<file path="config.mk">
export PLATFORM = sky130hd
export DESIGN_NAME = scs_top
export DESIGN_NICKNAME = d
export VERILOG_FILES = /design/src/include/scs_pkg.sv /design/src/include/scs_wind_if.sv /design/src/hdl/scs_top.sv /design/src/hdl/scs_bridge.sv
export SDC_FILE = /design/constraint.sdc
export NUM_CORES = 1
export LEC_CHECK = 0
export BUFFER_PORTS_ARGS = -buffer_cell sky130_fd_sc_hd__clkbuf_2
export CAP_MARGIN = 20
export CORE_UTILIZATION = 40
export DETAILED_ROUTE_END_ITERATION = 10
export PLACE_DENSITY = 0.66
export REMOVE_ABC_BUFFERS = 1
export SKIP_CTS_REPAIR_TIMING = 1
export SLEW_MARGIN = 20
export SYNTH_ARGS = -nofsm -noshare
export SYNTH_HDL_FRONTEND = slang
export SYNTH_SLANG_ARGS = --single-unit
</file>
<file path="constraint.sdc">
create_clock -name mclk_i -period 10.7 [get_ports mclk_i]
set_input_delay 1.07 -clock mclk_i [delete_from_list [all_inputs] [get_ports mclk_i]]
set_output_delay 1.07 -clock mclk_i [all_outputs]
set_load 0.01 [all_outputs]
</file>
<file path="src/include/scs_pkg.sv">
package scs_pkg;
   // register map, byte addresses on the plain register port
   localparam logic [7:0]  ADDR_REF      = 8'h00;
   localparam logic [7:0]  ADDR_RC       = 8'h04;
   localparam logic [7:0]  ADDR_STATUS   = 8'h08;
   localparam logic [7:0]  REF_RST       = 8'h80;
   // 20 kohm * 2.2 nF = 44000 ns
   localparam logic [15:0] RC_RST        = 16'hABE0;

   // status field positions
   localparam int unsigned ST_PULSE_LSB  = 0;
   localparam int unsigned ST_OCLK_LSB   = 2;
   localparam int unsigned ST_THERM      = 4;
   localparam int unsigned ST_UVLO       = 5;

   localparam int unsigned NUM_WIND      = 2;
   localparam int unsigned CODE_W        = 4;
   localparam int unsigned LEVEL_W       = 8;
   localparam int unsigned CNT_W         = 16;
   // threshold = ref * code / 16
   localparam int unsigned CODE_SHIFT    = 4;

   localparam int unsigned CLK_PERIOD_NS = 40;
   // off-time = 1.1 * RC
   localparam int unsigned OFF_MUL       = 11;
   localparam int unsigned OFF_DIV       = 10;
   localparam int unsigned RESTART_NS    = 3000;
   localparam int unsigned RESTART_CYC   = (RESTART_NS + CLK_PERIOD_NS - 1) / CLK_PERIOD_NS;
   localparam int unsigned OFF_SCALE     = OFF_DIV * CLK_PERIOD_NS;

   typedef enum logic [1:0] {
      OC_RUN,
      OC_DECAY,
      OC_WAIT
   } scs_oc_t;
endpackage

</file>
<file path="src/include/scs_wind_if.sv">
interface scs_wind_if;
   logic [3:0] code;
   logic       dir;
   logic       brake;
   logic [7:0] sense;
   logic       oc_det;
   logic       cur_zero;
   logic       src1;
   logic       src2;
   logic       snk1;
   logic       snk2;
   logic       pulse;
   logic       oc_lock;

   modport dev (
      input  code, dir, brake, sense, oc_det, cur_zero,
      output src1, src2, snk1, snk2, pulse, oc_lock
   );
   modport ctl (
      output code, dir, brake, sense, oc_det, cur_zero,
      input  src1, src2, snk1, snk2, pulse, oc_lock
   );
endinterface

</file>
<file path="src/hdl/scs_top.sv">
// Function
// - sensed current above threshold fires the one-shot off-time pulse
// - during off-time the sink opens, winding recirculates, then re-energizes
// - off-time lasts about 1.1 times R times C
// - threshold equals reference times code over 16
// - overcurrent above 12A turns off both upper switches
// - restart by itself about 3 us after fault current reaches zero
// - over-temperature disables bridge, restarts below threshold minus hysteresis
// - supply below lockout disables bridge, restarts when it recovers
// - four threshold inputs form one unsigned code, first is msb
// - brake high turns on both upper switches
// - direction picks upper switch, opposite sink on while pulse low
module scs_top (
   input  wire logic        mclk_i,
   input  wire logic        sys_rst_i,
   input  wire logic [7:0]  addr_i,
   input  wire logic [31:0] wdata_i,
   input  wire logic        wr_i,
   input  wire logic        rd_i,
   output logic      [31:0] rdata_o,
   input  wire logic [3:0]  threshold_code_a_i,
   input  wire logic [3:0]  threshold_code_b_i,
   input  wire logic [1:0]  dir_i,
   input  wire logic [1:0]  brake_i,
   input  wire logic [7:0]  sense_a_i,
   input  wire logic [7:0]  sense_b_i,
   input  wire logic [1:0]  oc_det_i,
   input  wire logic [1:0]  cur_zero_i,
   input  wire logic        temp_over_i,
   input  wire logic        temp_clear_i,
   input  wire logic        supply_low_i,
   output logic      [1:0]  src1_o,
   output logic      [1:0]  src2_o,
   output logic      [1:0]  snk1_o,
   output logic      [1:0]  snk2_o,
   output logic      [1:0]  off_time_pulse_o,
   output logic      [1:0]  oc_lock_o
);
   logic [7:0]  ref_q;
   logic [15:0] rc_q;
   logic [19:0] rc_prod;
   logic [15:0] off_cyc_d;
   logic [15:0] off_cyc_q;
   logic        therm_q;
   logic        enable;
   logic [31:0] rdata_q;
   logic [31:0] rd_d;
   logic [3:0]  code_arr [2];
   logic [7:0]  sense_arr [2];

   assign code_arr[0]  = threshold_code_a_i;
   assign code_arr[1]  = threshold_code_b_i;
   assign sense_arr[0] = sense_a_i;
   assign sense_arr[1] = sense_b_i;

   always_ff @(posedge mclk_i or posedge sys_rst_i) begin
      if (sys_rst_i) begin
         ref_q <= scs_pkg::REF_RST;
         rc_q  <= scs_pkg::RC_RST;
      end else if (wr_i) begin
         if (addr_i == scs_pkg::ADDR_REF) begin
            ref_q <= wdata_i[7:0];
         end
         if (addr_i == scs_pkg::ADDR_RC) begin
            rc_q <= wdata_i[15:0];
         end
      end
   end

   // rc in ns; divide folded into a registered stage to keep the divider off the pulse path
   assign rc_prod = 20'(rc_q * scs_pkg::OFF_MUL);
   always_comb begin
      off_cyc_d = 16'(rc_prod / 20'(scs_pkg::OFF_SCALE));
      if (off_cyc_d == 16'h0000) begin
         off_cyc_d = 16'h0001;
      end
   end

   always_ff @(posedge mclk_i or posedge sys_rst_i) begin
      if (sys_rst_i) begin
         off_cyc_q <= 16'h0001;
      end else begin
         off_cyc_q <= off_cyc_d;
      end
   end

   // hysteresis comes from the two sensor comparators
   always_ff @(posedge mclk_i or posedge sys_rst_i) begin
      if (sys_rst_i) begin
         therm_q <= 1'b0;
      end else if (temp_over_i) begin
         therm_q <= 1'b1;
      end else if (temp_clear_i) begin
         therm_q <= 1'b0;
      end
   end

   assign enable = !therm_q && !supply_low_i;

   genvar g;
   generate
      for (g = 0; g < 2; g++) begin : g_wind
         scs_wind_if wi ();
         assign wi.code        = code_arr[g];
         assign wi.dir         = dir_i[g];
         assign wi.brake       = brake_i[g];
         assign wi.sense       = sense_arr[g];
         assign wi.oc_det      = oc_det_i[g];
         assign wi.cur_zero    = cur_zero_i[g];
         assign src1_o[g]           = wi.src1;
         assign src2_o[g]           = wi.src2;
         assign snk1_o[g]           = wi.snk1;
         assign snk2_o[g]           = wi.snk2;
         assign off_time_pulse_o[g] = wi.pulse;
         assign oc_lock_o[g]        = wi.oc_lock;
         scs_bridge u_bridge (
            .mclk_i    (mclk_i),
            .sys_rst_i (sys_rst_i),
            .enable_i  (enable),
            .off_cyc_i (off_cyc_q),
            .ref_i     (ref_q),
            .w         (wi.dev)
         );
      end
   endgenerate

   always_comb begin
      rd_d = 32'h0000_0000;
      unique case (addr_i)
         scs_pkg::ADDR_REF:    rd_d[7:0]  = ref_q;
         scs_pkg::ADDR_RC:     rd_d[15:0] = rc_q;
         scs_pkg::ADDR_STATUS: begin
            rd_d[scs_pkg::ST_PULSE_LSB +: 2] = off_time_pulse_o;
            rd_d[scs_pkg::ST_OCLK_LSB +: 2]  = oc_lock_o;
            rd_d[scs_pkg::ST_THERM]          = therm_q;
            rd_d[scs_pkg::ST_UVLO]           = supply_low_i;
         end
         default:              rd_d = 32'h0000_0000;
      endcase
   end

   // data valid only in the cycle after the read strobe
   always_ff @(posedge mclk_i or posedge sys_rst_i) begin
      if (sys_rst_i) begin
         rdata_q <= 32'h0000_0000;
      end else begin
         rdata_q <= rd_i ? rd_d : 32'h0000_0000;
      end
   end

   assign rdata_o = rdata_q;

   a_therm_off: assert property (@(posedge mclk_i) disable iff (sys_rst_i)
      temp_over_i |-> ##2 (src1_o == 2'b00 && src2_o == 2'b00 && snk1_o == 2'b00 && snk2_o == 2'b00))
      else $error("bridge on during over-temperature");
   a_therm_hold: assert property (@(posedge mclk_i) disable iff (sys_rst_i)
      (therm_q && !temp_clear_i) |=> therm_q) else $error("thermal lock released early");
   a_uvlo_off: assert property (@(posedge mclk_i) disable iff (sys_rst_i)
      supply_low_i |=> (src1_o == 2'b00 && src2_o == 2'b00 && snk1_o == 2'b00 && snk2_o == 2'b00))
      else $error("bridge on during undervoltage");
   a_uvlo_restart: assert property (@(posedge mclk_i) disable iff (sys_rst_i)
      ($fell(supply_low_i) && !therm_q && !oc_lock_o[0] && !brake_i[0] && dir_i[0])
      |=> (src2_o[0] && !src1_o[0]))
      else $error("no restart after undervoltage");
   a_read_once: assert property (@(posedge mclk_i) disable iff (sys_rst_i)
      !$past(rd_i) |-> (rdata_o == 32'h0000_0000)) else $error("read data outside its cycle");
endmodule // scs_top

</file>
<file path="src/hdl/scs_bridge.sv">
module scs_bridge (
   input  wire logic        mclk_i,
   input  wire logic        sys_rst_i,
   input  wire logic        enable_i,
   input  wire logic [15:0] off_cyc_i,
   input  wire logic [7:0]  ref_i,
   scs_wind_if.dev          w
);
   logic [11:0]           thr_prod;
   logic [7:0]            thr;
   logic                  trip;
   logic [15:0]           cnt_q;
   logic                  pulse_q;
   scs_pkg::scs_oc_t      st_q;
   logic [6:0]            rcnt_q;
   logic                  run;
   logic                  src1_q, src2_q, snk1_q, snk2_q;

   // code bit 3 is the msb, straight unsigned binary
   assign thr_prod = 12'(ref_i) * 12'(w.code);
   assign thr      = thr_prod[11:scs_pkg::CODE_SHIFT];
   assign trip     = w.sense > thr;

   // one-shot; retriggers only after the pulse has ended
   always_ff @(posedge mclk_i or posedge sys_rst_i) begin
      if (sys_rst_i) begin
         cnt_q   <= 16'h0000;
         pulse_q <= 1'b0;
      end else if (!pulse_q) begin
         if (trip) begin
            pulse_q <= 1'b1;
            cnt_q   <= off_cyc_i - 16'h0001;
         end
      end else if (cnt_q == 16'h0000) begin
         pulse_q <= 1'b0;
      end else begin
         cnt_q <= cnt_q - 16'h0001;
      end
   end

   // overcurrent: upper switches off, restart after current reaches zero
   always_ff @(posedge mclk_i or posedge sys_rst_i) begin
      if (sys_rst_i) begin
         st_q   <= scs_pkg::OC_RUN;
         rcnt_q <= 7'h00;
      end else begin
         unique case (st_q)
            scs_pkg::OC_RUN: begin
               if (w.oc_det) begin
                  st_q <= scs_pkg::OC_DECAY;
               end
            end
            scs_pkg::OC_DECAY: begin
               if (w.cur_zero) begin
                  st_q   <= scs_pkg::OC_WAIT;
                  rcnt_q <= 7'(scs_pkg::RESTART_CYC - 1);
               end
            end
            scs_pkg::OC_WAIT: begin
               if (rcnt_q == 7'h00) begin
                  st_q <= w.oc_det ? scs_pkg::OC_DECAY : scs_pkg::OC_RUN;
               end else begin
                  rcnt_q <= rcnt_q - 7'h01;
               end
            end
            default: begin
               st_q <= scs_pkg::OC_RUN;
            end
         endcase
      end
   end

   assign run = (st_q == scs_pkg::OC_RUN);

   // sink drops while the off-time pulse is high so the winding recirculates
   always_ff @(posedge mclk_i or posedge sys_rst_i) begin
      if (sys_rst_i) begin
         src1_q <= 1'b0;
         src2_q <= 1'b0;
         snk1_q <= 1'b0;
         snk2_q <= 1'b0;
      end else begin
         src1_q <= enable_i && run && (w.brake || !w.dir);
         src2_q <= enable_i && run && (w.brake || w.dir);
         snk1_q <= enable_i && !w.brake && w.dir && !pulse_q;
         snk2_q <= enable_i && !w.brake && !w.dir && !pulse_q;
      end
   end

   assign w.src1    = src1_q;
   assign w.src2    = src2_q;
   assign w.snk1    = snk1_q;
   assign w.snk2    = snk2_q;
   assign w.pulse   = pulse_q;
   assign w.oc_lock = !run;

   // helpers for assertions
   logic [15:0] pw_q;
   logic [15:0] off_lat_q;
   logic [6:0]  wt_q;
   always_ff @(posedge mclk_i or posedge sys_rst_i) begin
      if (sys_rst_i) begin
         pw_q      <= 16'h0000;
         off_lat_q <= 16'h0000;
         wt_q      <= 7'h00;
      end else begin
         pw_q <= pulse_q ? pw_q + 16'h0001 : 16'h0000;
         if (!pulse_q && trip) begin
            off_lat_q <= off_cyc_i;
         end
         wt_q <= (st_q == scs_pkg::OC_WAIT) ? wt_q + 7'h01 : 7'h00;
      end
   end

   a_pulse_fires: assert property (@(posedge mclk_i) disable iff (sys_rst_i)
      (!pulse_q && trip) |=> pulse_q) else $error("one-shot did not fire on trip");
   // width counter already holds the full length when the pulse is first seen low
   a_pulse_width: assert property (@(posedge mclk_i) disable iff (sys_rst_i)
      $fell(pulse_q) |-> (pw_q == off_lat_q)) else $error("off-time width wrong");
   a_sink_off: assert property (@(posedge mclk_i) disable iff (sys_rst_i)
      pulse_q |=> (!snk1_q && !snk2_q)) else $error("sink on during off-time");
   a_sink_back: assert property (@(posedge mclk_i) disable iff (sys_rst_i)
      ($fell(pulse_q) && enable_i && !w.brake && w.dir) |=> snk1_q) else $error("sink not restored");
   a_brake_both: assert property (@(posedge mclk_i) disable iff (sys_rst_i)
      (w.brake && enable_i && run) |=> (src1_q && src2_q && !snk1_q && !snk2_q))
      else $error("brake did not short load");
   a_dir_high: assert property (@(posedge mclk_i) disable iff (sys_rst_i)
      (!w.brake && w.dir && enable_i && run && !pulse_q) |=> (src2_q && snk1_q && !src1_q && !snk2_q))
      else $error("direction high drive wrong");
   a_oc_upper: assert property (@(posedge mclk_i) disable iff (sys_rst_i)
      (run && w.oc_det) |-> ##2 (!src1_q && !src2_q)) else $error("uppers on after overcurrent");
   a_restart_wait: assert property (@(posedge mclk_i) disable iff (sys_rst_i)
      ($past(st_q) == scs_pkg::OC_WAIT && st_q != scs_pkg::OC_WAIT)
      |-> ($past(wt_q) == 7'(scs_pkg::RESTART_CYC - 1)))
      else $error("restart delay wrong");
   a_code_zero: assert property (@(posedge mclk_i) disable iff (sys_rst_i)
      (w.code == 4'h0 && w.sense == 8'h00 && !pulse_q) |=> !pulse_q) else $error("zero code tripped");
endmodule // scs_bridge

</file>
==> qor.yml, run 1 <==
critical_path:
  worstPathArrival_ns: 10.02
  critical_path.slowest_cell: "xnor2_1"
  r2r_slack_ns: 1.03
  setup.worst_path.end_class: "register"
  reg2regPathDepth: 29
  launching_instance_or_port_of_the_critical_path: "rc_q[8]"
  setup_crit_end: "off_cyc_q[0]"
  cp_top_family: "compound AO/OA/AOI/OAI gates"
  worst_ep_required_time_ns: 11.05
  crit_fanout: 12
  cp.buffers_inverters: 0
  timing.critical_path.from_type: "register"
  critPathKind: "reg2reg"
  worst_r2r_endpoint: "off_cyc_q[0]"
  slowest_delay_ns: 0.85
  path_depth: 29
  rr_startpoint: "rc_q[8]"
detailed_routing:
  number_of_vias_after_detailed_routing: 10500
  drt-initial-drc-count: 511
  wl_per_cell_um: 15.3
  route.detailed.drc: 0
  detail_route.first_pass.iterations: 5
  antenna_violating_nets_remaining: 0
  detail_route.wirelength_um: 28300
  post_drt_via_cell_ratio: 5.68
placed_design:
  routabilityCongestion: 0.866
  port-buffer-count: 90
  place_area_mm2: 0.0124
  dp_hpwl_um: 21900
layout:
  nets: 1653
  n_antenna_cell: 0
  multi_input_area_mm2: 0.00820
  area.growth.synth_to_final_pct: 10.4
  register_area_mm2: 0.00284
  layout_commonest_cell: "nand2_1"
  fin_area_mm2: 0.0130
  most-common-layout-cells: "nand2_1 (139), nor2_1 (112), dfrtp_1 (103)"
  post_route_cells_drive_above_1_share: 0.168
  layout.filler_cells: 2823
timing:
  max_clock_freq_mhz: 103
  clock_skew_ns: 0.0112
  report.final.hold_viol_count: 0
  setup-tns-final_ns: 0
  rsz0062_at_grt: "no"
  setup-violations-final: 0
  period_share: 0.904
  final_number_of_max_transition_violations: 0
  timing_worst_slew_pin_value_ns: 1.06
  min_period_ns: 9.67
  timing.max_slew.rel_slack: 0.288
synthesis:
  netlist_instances: 1394
  synth_ff_type: "dfrtp_1"
  async_reset_ff_frac: 1.00
  post_synth_num_cell_types: 108
  ys_top_cells_by_area: "dfrtp_1 (22%), ha_1 (9.3%), fa_1 (6.0%)"
  synth_area_leader_cell: "dfrtp_1"
  synth_sequential_area_ratio: 0.241
  ys_ff_latch: 113
  yosysTopAreaCellShare: 0.219
  synth.yosys.warnings: 0
  syn_area_mm2: 0.0118
  count_of_flip_flops_with_a_built_in_enable_after_synthesis: 0
  synth.avg_cell_area_um2: 8.44
floorplanning:
  floorplan.initialDensity: 0.409
  floorplan.die.width_um: 173
  core_area_mm2: 0.0288
  core.rowCount: 62
  chipHeight_um: 173
  die-area_mm2: 0.0301
  pin_count: 123
hold_path:
  hold_path_class: "reg2reg"
cts:
  clock-root-buffer: "clkbuf_16"
  cts.clk_slew.worst_paths_ns: 0.06
  worstSkewPairLatency_ns: 0.43
  tritoncts: "yes"
  cts_buffers: 17
  htreeDepth: 4
  cts_num_sinks: 113
  cts-root-to-sink-buffers: 2
pwr:
  static_power_due_to_leakage_nw: 6.02
  ir_drop_mv: 0.145
  p_per_area_mw_per_mm2: 188
grt:
  number_of_antenna_violations_at_the_first_check_in_global_routing: 0
  grt_max_degree: 75
  global_route_wire_length_before_repair_um: 49100
  via_count_of_the_first_global_routing_pass: 10300
  grt_resource_usage_total: 0.194
  global_route.overflow_total: 0
outcome:
  outcome: "completed"
job:
  maxCapViolCount: 0
-- routing by layer --
metal  track usage  part of all wire  vias up
li1              -                 -     5151
met5             0                 0        -
met2         0.334              0.49      245
met1         0.252              0.46     5067
met4        0.0535             0.016        0
met3        0.0259             0.036       34
-- state kept, by name, indices dropped and copies added (netlist names) --
register                 cells
therm_q                      1
g_wind.u_bridge.w.src1       2
off_cyc_q                   12
g_wind.u_bridge.w.pulse      2
ref_q                        8
g_wind.u_bridge.w.snk2       2
g_wind.u_bridge.w.src2       2
rc_q                        16
g_wind.u_bridge.w.snk1       2
g_wind.u_bridge.cnt_q       32
g_wind.u_bridge.rcnt_q      14
rdata_o                     16
g_wind.u_bridge.st_q         4
-- report_power, final --
group / total, mW / switching (mW) / internal [mW]
Combinational: 1.30 / 0.764 / 0.540
Sequential: 0.579 / 0.0706 / 0.508
Clock: 0.565 / 0.233 / 0.332
-- worst min path at each step --
stage,start,end,depth (start not counted)
2_1_floorplan,g_wind[1].u_bridge.cnt_q[5],g_wind[1].u_bridge.cnt_q[5],1
3_3_place_gp,g_wind[1].u_bridge.cnt_q[5],g_wind[1].u_bridge.cnt_q[5],1
3_5_place_dp,g_wind[1].u_bridge.cnt_q[5],g_wind[1].u_bridge.cnt_q[5],1
4_1_cts,g_wind[0].u_bridge.st_q[0],g_wind[0].u_bridge.st_q[0],1
5_1_grt,g_wind[1].u_bridge.st_q[0],g_wind[1].u_bridge.st_q[0],1
6_report,g_wind[0].u_bridge.st_q[0],g_wind[0].u_bridge.st_q[0],1
-- final cells by class --
class                           instances  share of cell area
Sequential cell                       113               0.219
Timing Repair Buffer                  100              0.0405
Inverter                               93              0.0271
Clock buffer                           17              0.0328
Multi-Input combinational cell       1127               0.632
Clock inverter                         15              0.0125
Tap cell                              384              0.0370
-- metrics by stage --
step / utilization / setup WS (ns) / instances / total power [mW] / hold slack, ns
2_1_floorplan: - / 2.19 / 1333 / 1.59 / 0.464
3_3_place_gp: 0.431 / 1.27 / 1817 / 1.85 / 0.482
3_5_place_dp: 0.431 / 1.22 / 1817 / 1.87 / 0.491
4_1_cts: 0.451 / 1.13 / 1849 / 2.44 / 0.500
5_1_grt: 0.451 / 0.386 / 1849 / 2.63 / 0.520
6_report: 0.451 / 1.03 / 1849 / 2.45 / 0.502
-- synthesized netlist by cell type (all sizes together) (7+ instances only) --
master	count
nor2b	13
nand2b	17
nor4	7
and3	9
a21o	19
dfrtp	103
nor3	61
a21oi	73
fa	35
and2	39
o211ai	19
or3	12
o22ai	19
a22o	12
ha	87
nand3	38
or2	20
o2111ai	7
o21ai	72
o21a	22
buf	48
nand4	14
mux2	31
a221oi	11
dfstp	10
clkbuf	28
o31ai	8
nor2	115
xor2	24
a31oi	15
a211oi	18
inv	93
mux2i	18
nor3b	8
xnor2	29
nand2	139
-- kinds of logic after synthesis --
family,Yosys count,synth area share
simple gates,506,0.213
other cells,1,0.000319
compound gates,377,0.238
buf+inv,169,0.0665
mux,49,0.0450
xor+xnor,53,0.0401
flops,113,0.241
fa+ha+maj,126,0.156
No activity file was read; power rests on OpenSTA's default activity.
==> inputs of run 2 (changes only) <==
clock period = 10 ns   (was 10.7 ns; I/O delays follow)
==> run 2 against run 1 <==
  * Routed wire length grew 0.65%
  * Utilization up 0.43 points
  * Register-to-register slack got worse by 0.31 ns
  * Flip-flop and latch count is the same
  * First-iteration DRC count is 7.2% higher
  * Maximum frequency increased by 4.2%
  * Clock power grew 11%
  * Critical path type unchanged
==> qor.yml, run 2 (synthesis results as in run 1) <==
detailed_routing:
  detail_route.first_pass.iterations: 5
  detail_route.wirelength_um: 28500
  antenna_violating_nets_remaining: 0
  post_drt_via_cell_ratio: 5.64
  wl_per_cell_um: 15.3
  drt-initial-drc-count: 548
  number_of_vias_after_detailed_routing: 10500
  route.detailed.drc: 0
critical_path:
  r2r_slack_ns: 0.72
  setup.worst_path.end_class: "register"
  critical_path.slowest_cell: "or4_1"
  worstPathArrival_ns: 9.63
  setup_crit_end: "off_cyc_q[0]"
  launching_instance_or_port_of_the_critical_path: "rc_q[6]"
  critPathKind: "reg2reg"
  worst_ep_required_time_ns: 10.35
  worst_r2r_endpoint: "off_cyc_q[0]"
  rr_startpoint: "rc_q[6]"
  slowest_delay_ns: 0.61
  timing.critical_path.from_type: "register"
  reg2regPathDepth: 30
  crit_fanout: 12
cts:
  cts.clk_slew.worst_paths_ns: 0.06
  cts_buffers: 17
  clock-root-buffer: "clkbuf_16"
  cts-root-to-sink-buffers: 2
  tritoncts: "yes"
  cts_num_sinks: 113
  worstSkewPairLatency_ns: 0.43
  htreeDepth: 4
layout:
  largest_reg_by_ff_count: "g_wind.u_bridge.cnt_q"
  layout.filler_cells: 2796
  area.growth.synth_to_final_pct: 11.5
  nets: 1662
  fin_area_mm2: 0.0131
  register_area_mm2: 0.00284
  n_antenna_cell: 0
  post_route_cells_drive_above_1_share: 0.175
  most-common-layout-cells: "nand2_1 (139), nor2_1 (112), dfrtp_1 (103)"
  multi_input_area_mm2: 0.00823
  layout_commonest_cell: "nand2_1"
  largest_reg_flops: 32
timing:
  report.final.hold_viol_count: 0
  rsz0062_at_grt: "no"
  layout_setup_ws_ns: 0.718
  setup-tns-final_ns: 0
  max_clock_freq_mhz: 108
  timing_worst_slew_pin_value_ns: 0.967
  timing.max_slew.rel_slack: 0.353
  final_number_of_max_transition_violations: 0
  min_period_ns: 9.28
  clock_skew_ns: 0.0122
  period_share: 0.928
  setup-violations-final: 0
grt:
  global_route.overflow_total: 0
  via_count_of_the_first_global_routing_pass: 10300
  grt_max_degree: 83
  grt_resource_usage_total: 0.197
  global_route_wire_length_before_repair_um: 49800
  number_of_antenna_violations_at_the_first_check_in_global_routing: 0
pwr:
  ir_drop_mv: 0.171
  static_power_due_to_leakage_nw: 6.09
  p_per_area_mw_per_mm2: 203
floorplanning:
  core_area_mm2: 0.0288
  floorplan.initialDensity: 0.409
  pin_count: 123
  die-area_mm2: 0.0301
  core.rowCount: 62
  floorplan.die.width_um: 173
  chipHeight_um: 173
placed_design:
  port-buffer-count: 90
  post_placement_setup_slack_ns: 0.624
  dp_hpwl_um: 22100
  routabilityCongestion: 0.875
  place_area_mm2: 0.0125
outcome:
  outcome: "completed"
hold_path:
  hold_path_class: "reg2reg"
job:
  maxCapViolCount: 0
## run 2: changes by cell type in the layout (fill, tap and decap cells not counted), sizes merged
cell	previous run	this run
buf	10	19
bufinv	1	2
clkinv	0	1
clkinvlp	2	1
inv	105	104
## run 2: worst min path at each step
stage               slack (ns)  cells after the start                         from                          end
finish                    0.50                      1  g_wind[1].u_bridge.cnt_q[5]  g_wind[1].u_bridge.cnt_q[5]
global route              0.53                      1  g_wind[1].u_bridge.cnt_q[5]  g_wind[1].u_bridge.cnt_q[5]
CTS                       0.50                      1  g_wind[1].u_bridge.cnt_q[5]  g_wind[1].u_bridge.cnt_q[5]
detailed placement        0.49                      1  g_wind[1].u_bridge.cnt_q[5]  g_wind[1].u_bridge.cnt_q[5]
global placement          0.48                      1  g_wind[1].u_bridge.cnt_q[6]  g_wind[1].u_bridge.cnt_q[6]
floorplan                 0.46                      1  g_wind[1].u_bridge.cnt_q[5]  g_wind[1].u_bridge.cnt_q[5]
## run 2: power breakdown
| part | total [mW] | leakage [nW] | switching [mW] | internal [mW] |
|---|---|---|---|---|
| combinational | 1.41 | 4.38 | 0.818 | 0.596 |
| clock | 0.626 | 0.298 | 0.247 | 0.379 |
| sequential | 0.619 | 1.41 | 0.0757 | 0.544 |
| total | 2.66 | 6.09 | 1.14 | 1.52 |
## run 2: area by class of cell
class	count	area share
multi-input cells	1127	0.628
clock buffers	17	0.0324
repair buffers	109	0.0455
inverters	93	0.0268
clock inverters	15	0.0139
well taps	384	0.0366
flip-flops and latches	113	0.217
## run 2: critical path: cells and delay by family, from the launching register on
family / cells / cell delay [ns]
and+or+nand+nor: 8 / 2.58
adders and majority gates: 3 / 1.13
muxes: 1 / 0.18
buffers and inverters: 2 / 0.28
DFF: 1 / 0.58
AOI/OAI and AO/OA: 16 / 4.46
## run 2: stage by stage
stage	hold WS [ns]	total power, mW	std cells	utilization
global route	0.530	2.88	1858	0.456
finish	0.496	2.66	1858	0.456
floorplan	0.464	1.70	1333	-
detailed placement	0.486	2.02	1826	0.433
CTS	0.502	2.66	1858	0.454
global placement	0.479	1.99	1826	0.433
## run 2: metal layers
layer  up-vias  track usage  part of all wire
li1       5180            -                 -
met2       223        0.339              0.49
met4         0       0.0586             0.017
met5         -            0                 0
met3        40       0.0274             0.034
met1      5042        0.257              0.46
==> inputs of run 3 (changes only) <==
SYNTH_HIERARCHICAL = 1   (was not set)
==> run 3 against run 2 <==
  * Sequential power up 16%
  * Setup slack worse by 0.044 ns
  * Synthesized cell count up 1.4%
  * Power up 48%
  * First-iteration DRC count up 17%
  * Synthesized area up 3.9%
  * Clock-buffer cell count unchanged
  * Worst hold slack better by 0.0077 ns
  * Clock skew up 0.0019 ns
  * Critical path depth up 2
  * Critical path type unchanged
  * Largest power group unchanged
==> qor.yml, run 3 <==
cts:
  tritoncts: "yes"
  worstSkewPairLatency_ns: 0.43
  htreeDepth: 4
  cts-root-to-sink-buffers: 2
  cts.clk_slew.worst_paths_ns: 0.06
  clock-root-buffer: "clkbuf_16"
  cts_buffers: 17
  cts_num_sinks: 113
floorplanning:
  pin_count: 123
  core.rowCount: 63
  floorplan.initialDensity: 0.409
  floorplan.die.width_um: 177
  core_area_mm2: 0.0299
  die-area_mm2: 0.0312
  chipHeight_um: 177
timing:
  max_clock_freq_mhz: 107
  report.final.hold_viol_count: 0
  setup-violations-final: 0
  timing_worst_slew_pin_value_ns: 0.957
  final_number_of_max_transition_violations: 0
  rsz0062_at_grt: "no"
  timing.max_slew.rel_slack: 0.362
  min_period_ns: 9.33
  setup-tns-final_ns: 0
  fin_worst_hold_slack_ns: 0.503
  clock_skew_ns: 0.0141
  period_share: 0.933
synthesis:
  netlist_instances: 1414
  yosysMostFrequentCell: "nor2_1"
  count_of_flip_flops_with_a_built_in_enable_after_synthesis: 0
  yosysTopAreaCellShare: 0.211
  async_reset_ff_frac: 1.00
  ys_top_cells_by_area: "dfrtp_1 (21%), ha_1 (8.8%), fa_1 (5.7%)"
  post_synth_num_cell_types: 111
  ys_ff_latch: 113
  synth_sequential_area_ratio: 0.232
  synth_ff_type: "dfrtp_1"
  synth_area_leader_cell: "dfrtp_1"
  synthTopCellsByCount: "nor2_1 (121), dfrtp_1 (103), nand2_1 (94), inv_1 (90), ha_1 (86)"
  synth.avg_cell_area_um2: 8.64
  syn_area_mm2: 0.0122
  synth.yosys.warnings: 6
grt:
  grt_max_degree: 54
  global_route.usage.met1: 0.264
  grt.met2_usage: 0.355
  global_route_wire_length_before_repair_um: 52400
  grt_resource_usage_total: 0.205
  grt_busiest_layer: "met2"
  number_of_antenna_violations_at_the_first_check_in_global_routing: 0
  via_count_of_the_first_global_routing_pass: 10700
  global_route.overflow_total: 0
  gr-usage-met3: 0.0286
layout:
  area.growth.synth_to_final_pct: 14.4
  post_route_cells_drive_above_1_share: 0.185
  largest_reg_by_ff_count: "g_wind.u_bridge/cnt_q"
  largest_reg_flops: 32
  layout.filler_cells: 2911
  nets: 1746
  finalNonFillerCells: 1948
  most-common-layout-cells: "nor2_1 (120), dfrtp_1 (102), nand2_1 (93)"
  fin_util: 0.468
  layout_commonest_cell: "nor2_1"
  fin_area_mm2: 0.0140
  n_antenna_cell: 0
placed_design:
  dp.cells: 1917
  dp_hpwl_um: 24200
  port-buffer-count: 90
  routabilityCongestion: 0.918
  place_area_mm2: 0.0133
detailed_routing:
  wl_per_cell_um: 16.0
  number_of_vias_after_detailed_routing: 11000
  route.detailed.drc: 0
  post_drt_via_cell_ratio: 5.66
  drt-initial-drc-count: 639
  detail_route.wirelength_um: 31200
  antenna_violating_nets_remaining: 0
  detail_route.first_pass.iterations: 5
critical_path:
  slowest_delay_ns: 0.56
  worstPathArrival_ns: 9.66
  setup.worst_path.end_class: "register"
  r2r_slack_ns: 0.67
  worst_ep_required_time_ns: 10.34
  critical_path.slowest_cell: "or4_4"
  timing.critical_path.from_type: "register"
  critPathKind: "reg2reg"
  crit_fanout: 14
  critPathMostFrequentCell: "a32o_1"
hold_path:
  hold_path_class: "reg2reg"
outcome:
  outcome: "completed"
job:
  maxCapViolCount: 0
pwr:
  p_per_area_mw_per_mm2: 281
  ir_drop_mv: 0.281
  static_power_due_to_leakage_nw: 6.37
[run 3: changes by cell type after synthesis, moves of 12 or more]
cell     delta
and2_1     +28
o21a_1     -12
a21oi_1    +17
xnor2_1    +24
nor3_1     -21
o21ai_0    -17
nand2_1    -45
[run 3: final timing paths]
check                                      startpoint                           end  cells after the start
max                                           rc_q[4]                  off_cyc_q[0]                     32
min                        g_wind[0].u_bridge/st_q[0]    g_wind[0].u_bridge/st_q[0]                      1
max in group asynchronous                   sys_rst_i                    rdata_o[7]                      3
min reg2reg                g_wind[0].u_bridge/st_q[0]    g_wind[0].u_bridge/st_q[0]                      1
max reg2reg                                   rc_q[4]                  off_cyc_q[0]                     32
min in group asynchronous                   sys_rst_i  g_wind[0].u_bridge/rcnt_q[3]                      2
[run 3: layout make-up]
type,instances,area [µm²],area share
multi-input cells,1176,8790,0.629
flip-flops and latches,113,2840,0.203
repair buffers,148,886,0.0634
well taps,390,488,0.0349
clock buffers,17,425,0.0304
inverters,90,338,0.0242
clock inverters,14,205,0.0147
[run 3: worst max-delay path: cells and delay by family (launching register included)]
kind	cells	cell delay, ns
compound gates	19	5.18
simple gates	7	2.13
fa+ha+maj	3	1.16
flops	1	0.46
xor+xnor	1	0.20
buf+inv	2	0.09
[run 3: power by group]
part	internal [mW]	leakage (nW)	switching, mW
logic	1.20	4.67	1.35
clock network	0.421	0.300	0.237
registers	0.575	1.40	0.142
total	2.20	6.37	1.73
[run 3: metal layers]
metal	part of all wire	up-vias
li1	-	5380
met1	0.45	5331
met2	0.49	273
met3	0.040	39
met4	0.020	0
met5	0	-
[run 3: cell families (layout without fill, tap and decap cells)]
group                    count (synthesis)  count (layout)  share of synthesized area
AND/OR/NAND/NOR                        499             499                      0.217
AO/OA/AOI/OAI                          378             378                      0.232
buffers and inverters                  163             269                     0.0627
adder cells (fa/ha/maj)                122             122                      0.146
flip-flops                             113             113                      0.232
XOR/XNOR                                80              80                     0.0589
multiplexers                            58              58                     0.0506
other                                    1              39                   0.000307
[run 3: metrics by stage]
| step | worst slack, ns | power (mW) |
|---|---|---|
| finish | 0.674 | 3.93 |
| global route | 0.0262 | 4.26 |
| CTS | 0.248 | 3.93 |
| detailed placement | 0.310 | 3.25 |
| global placement | 0.412 | 3.20 |
| floorplan | 0.713 | 2.40 |
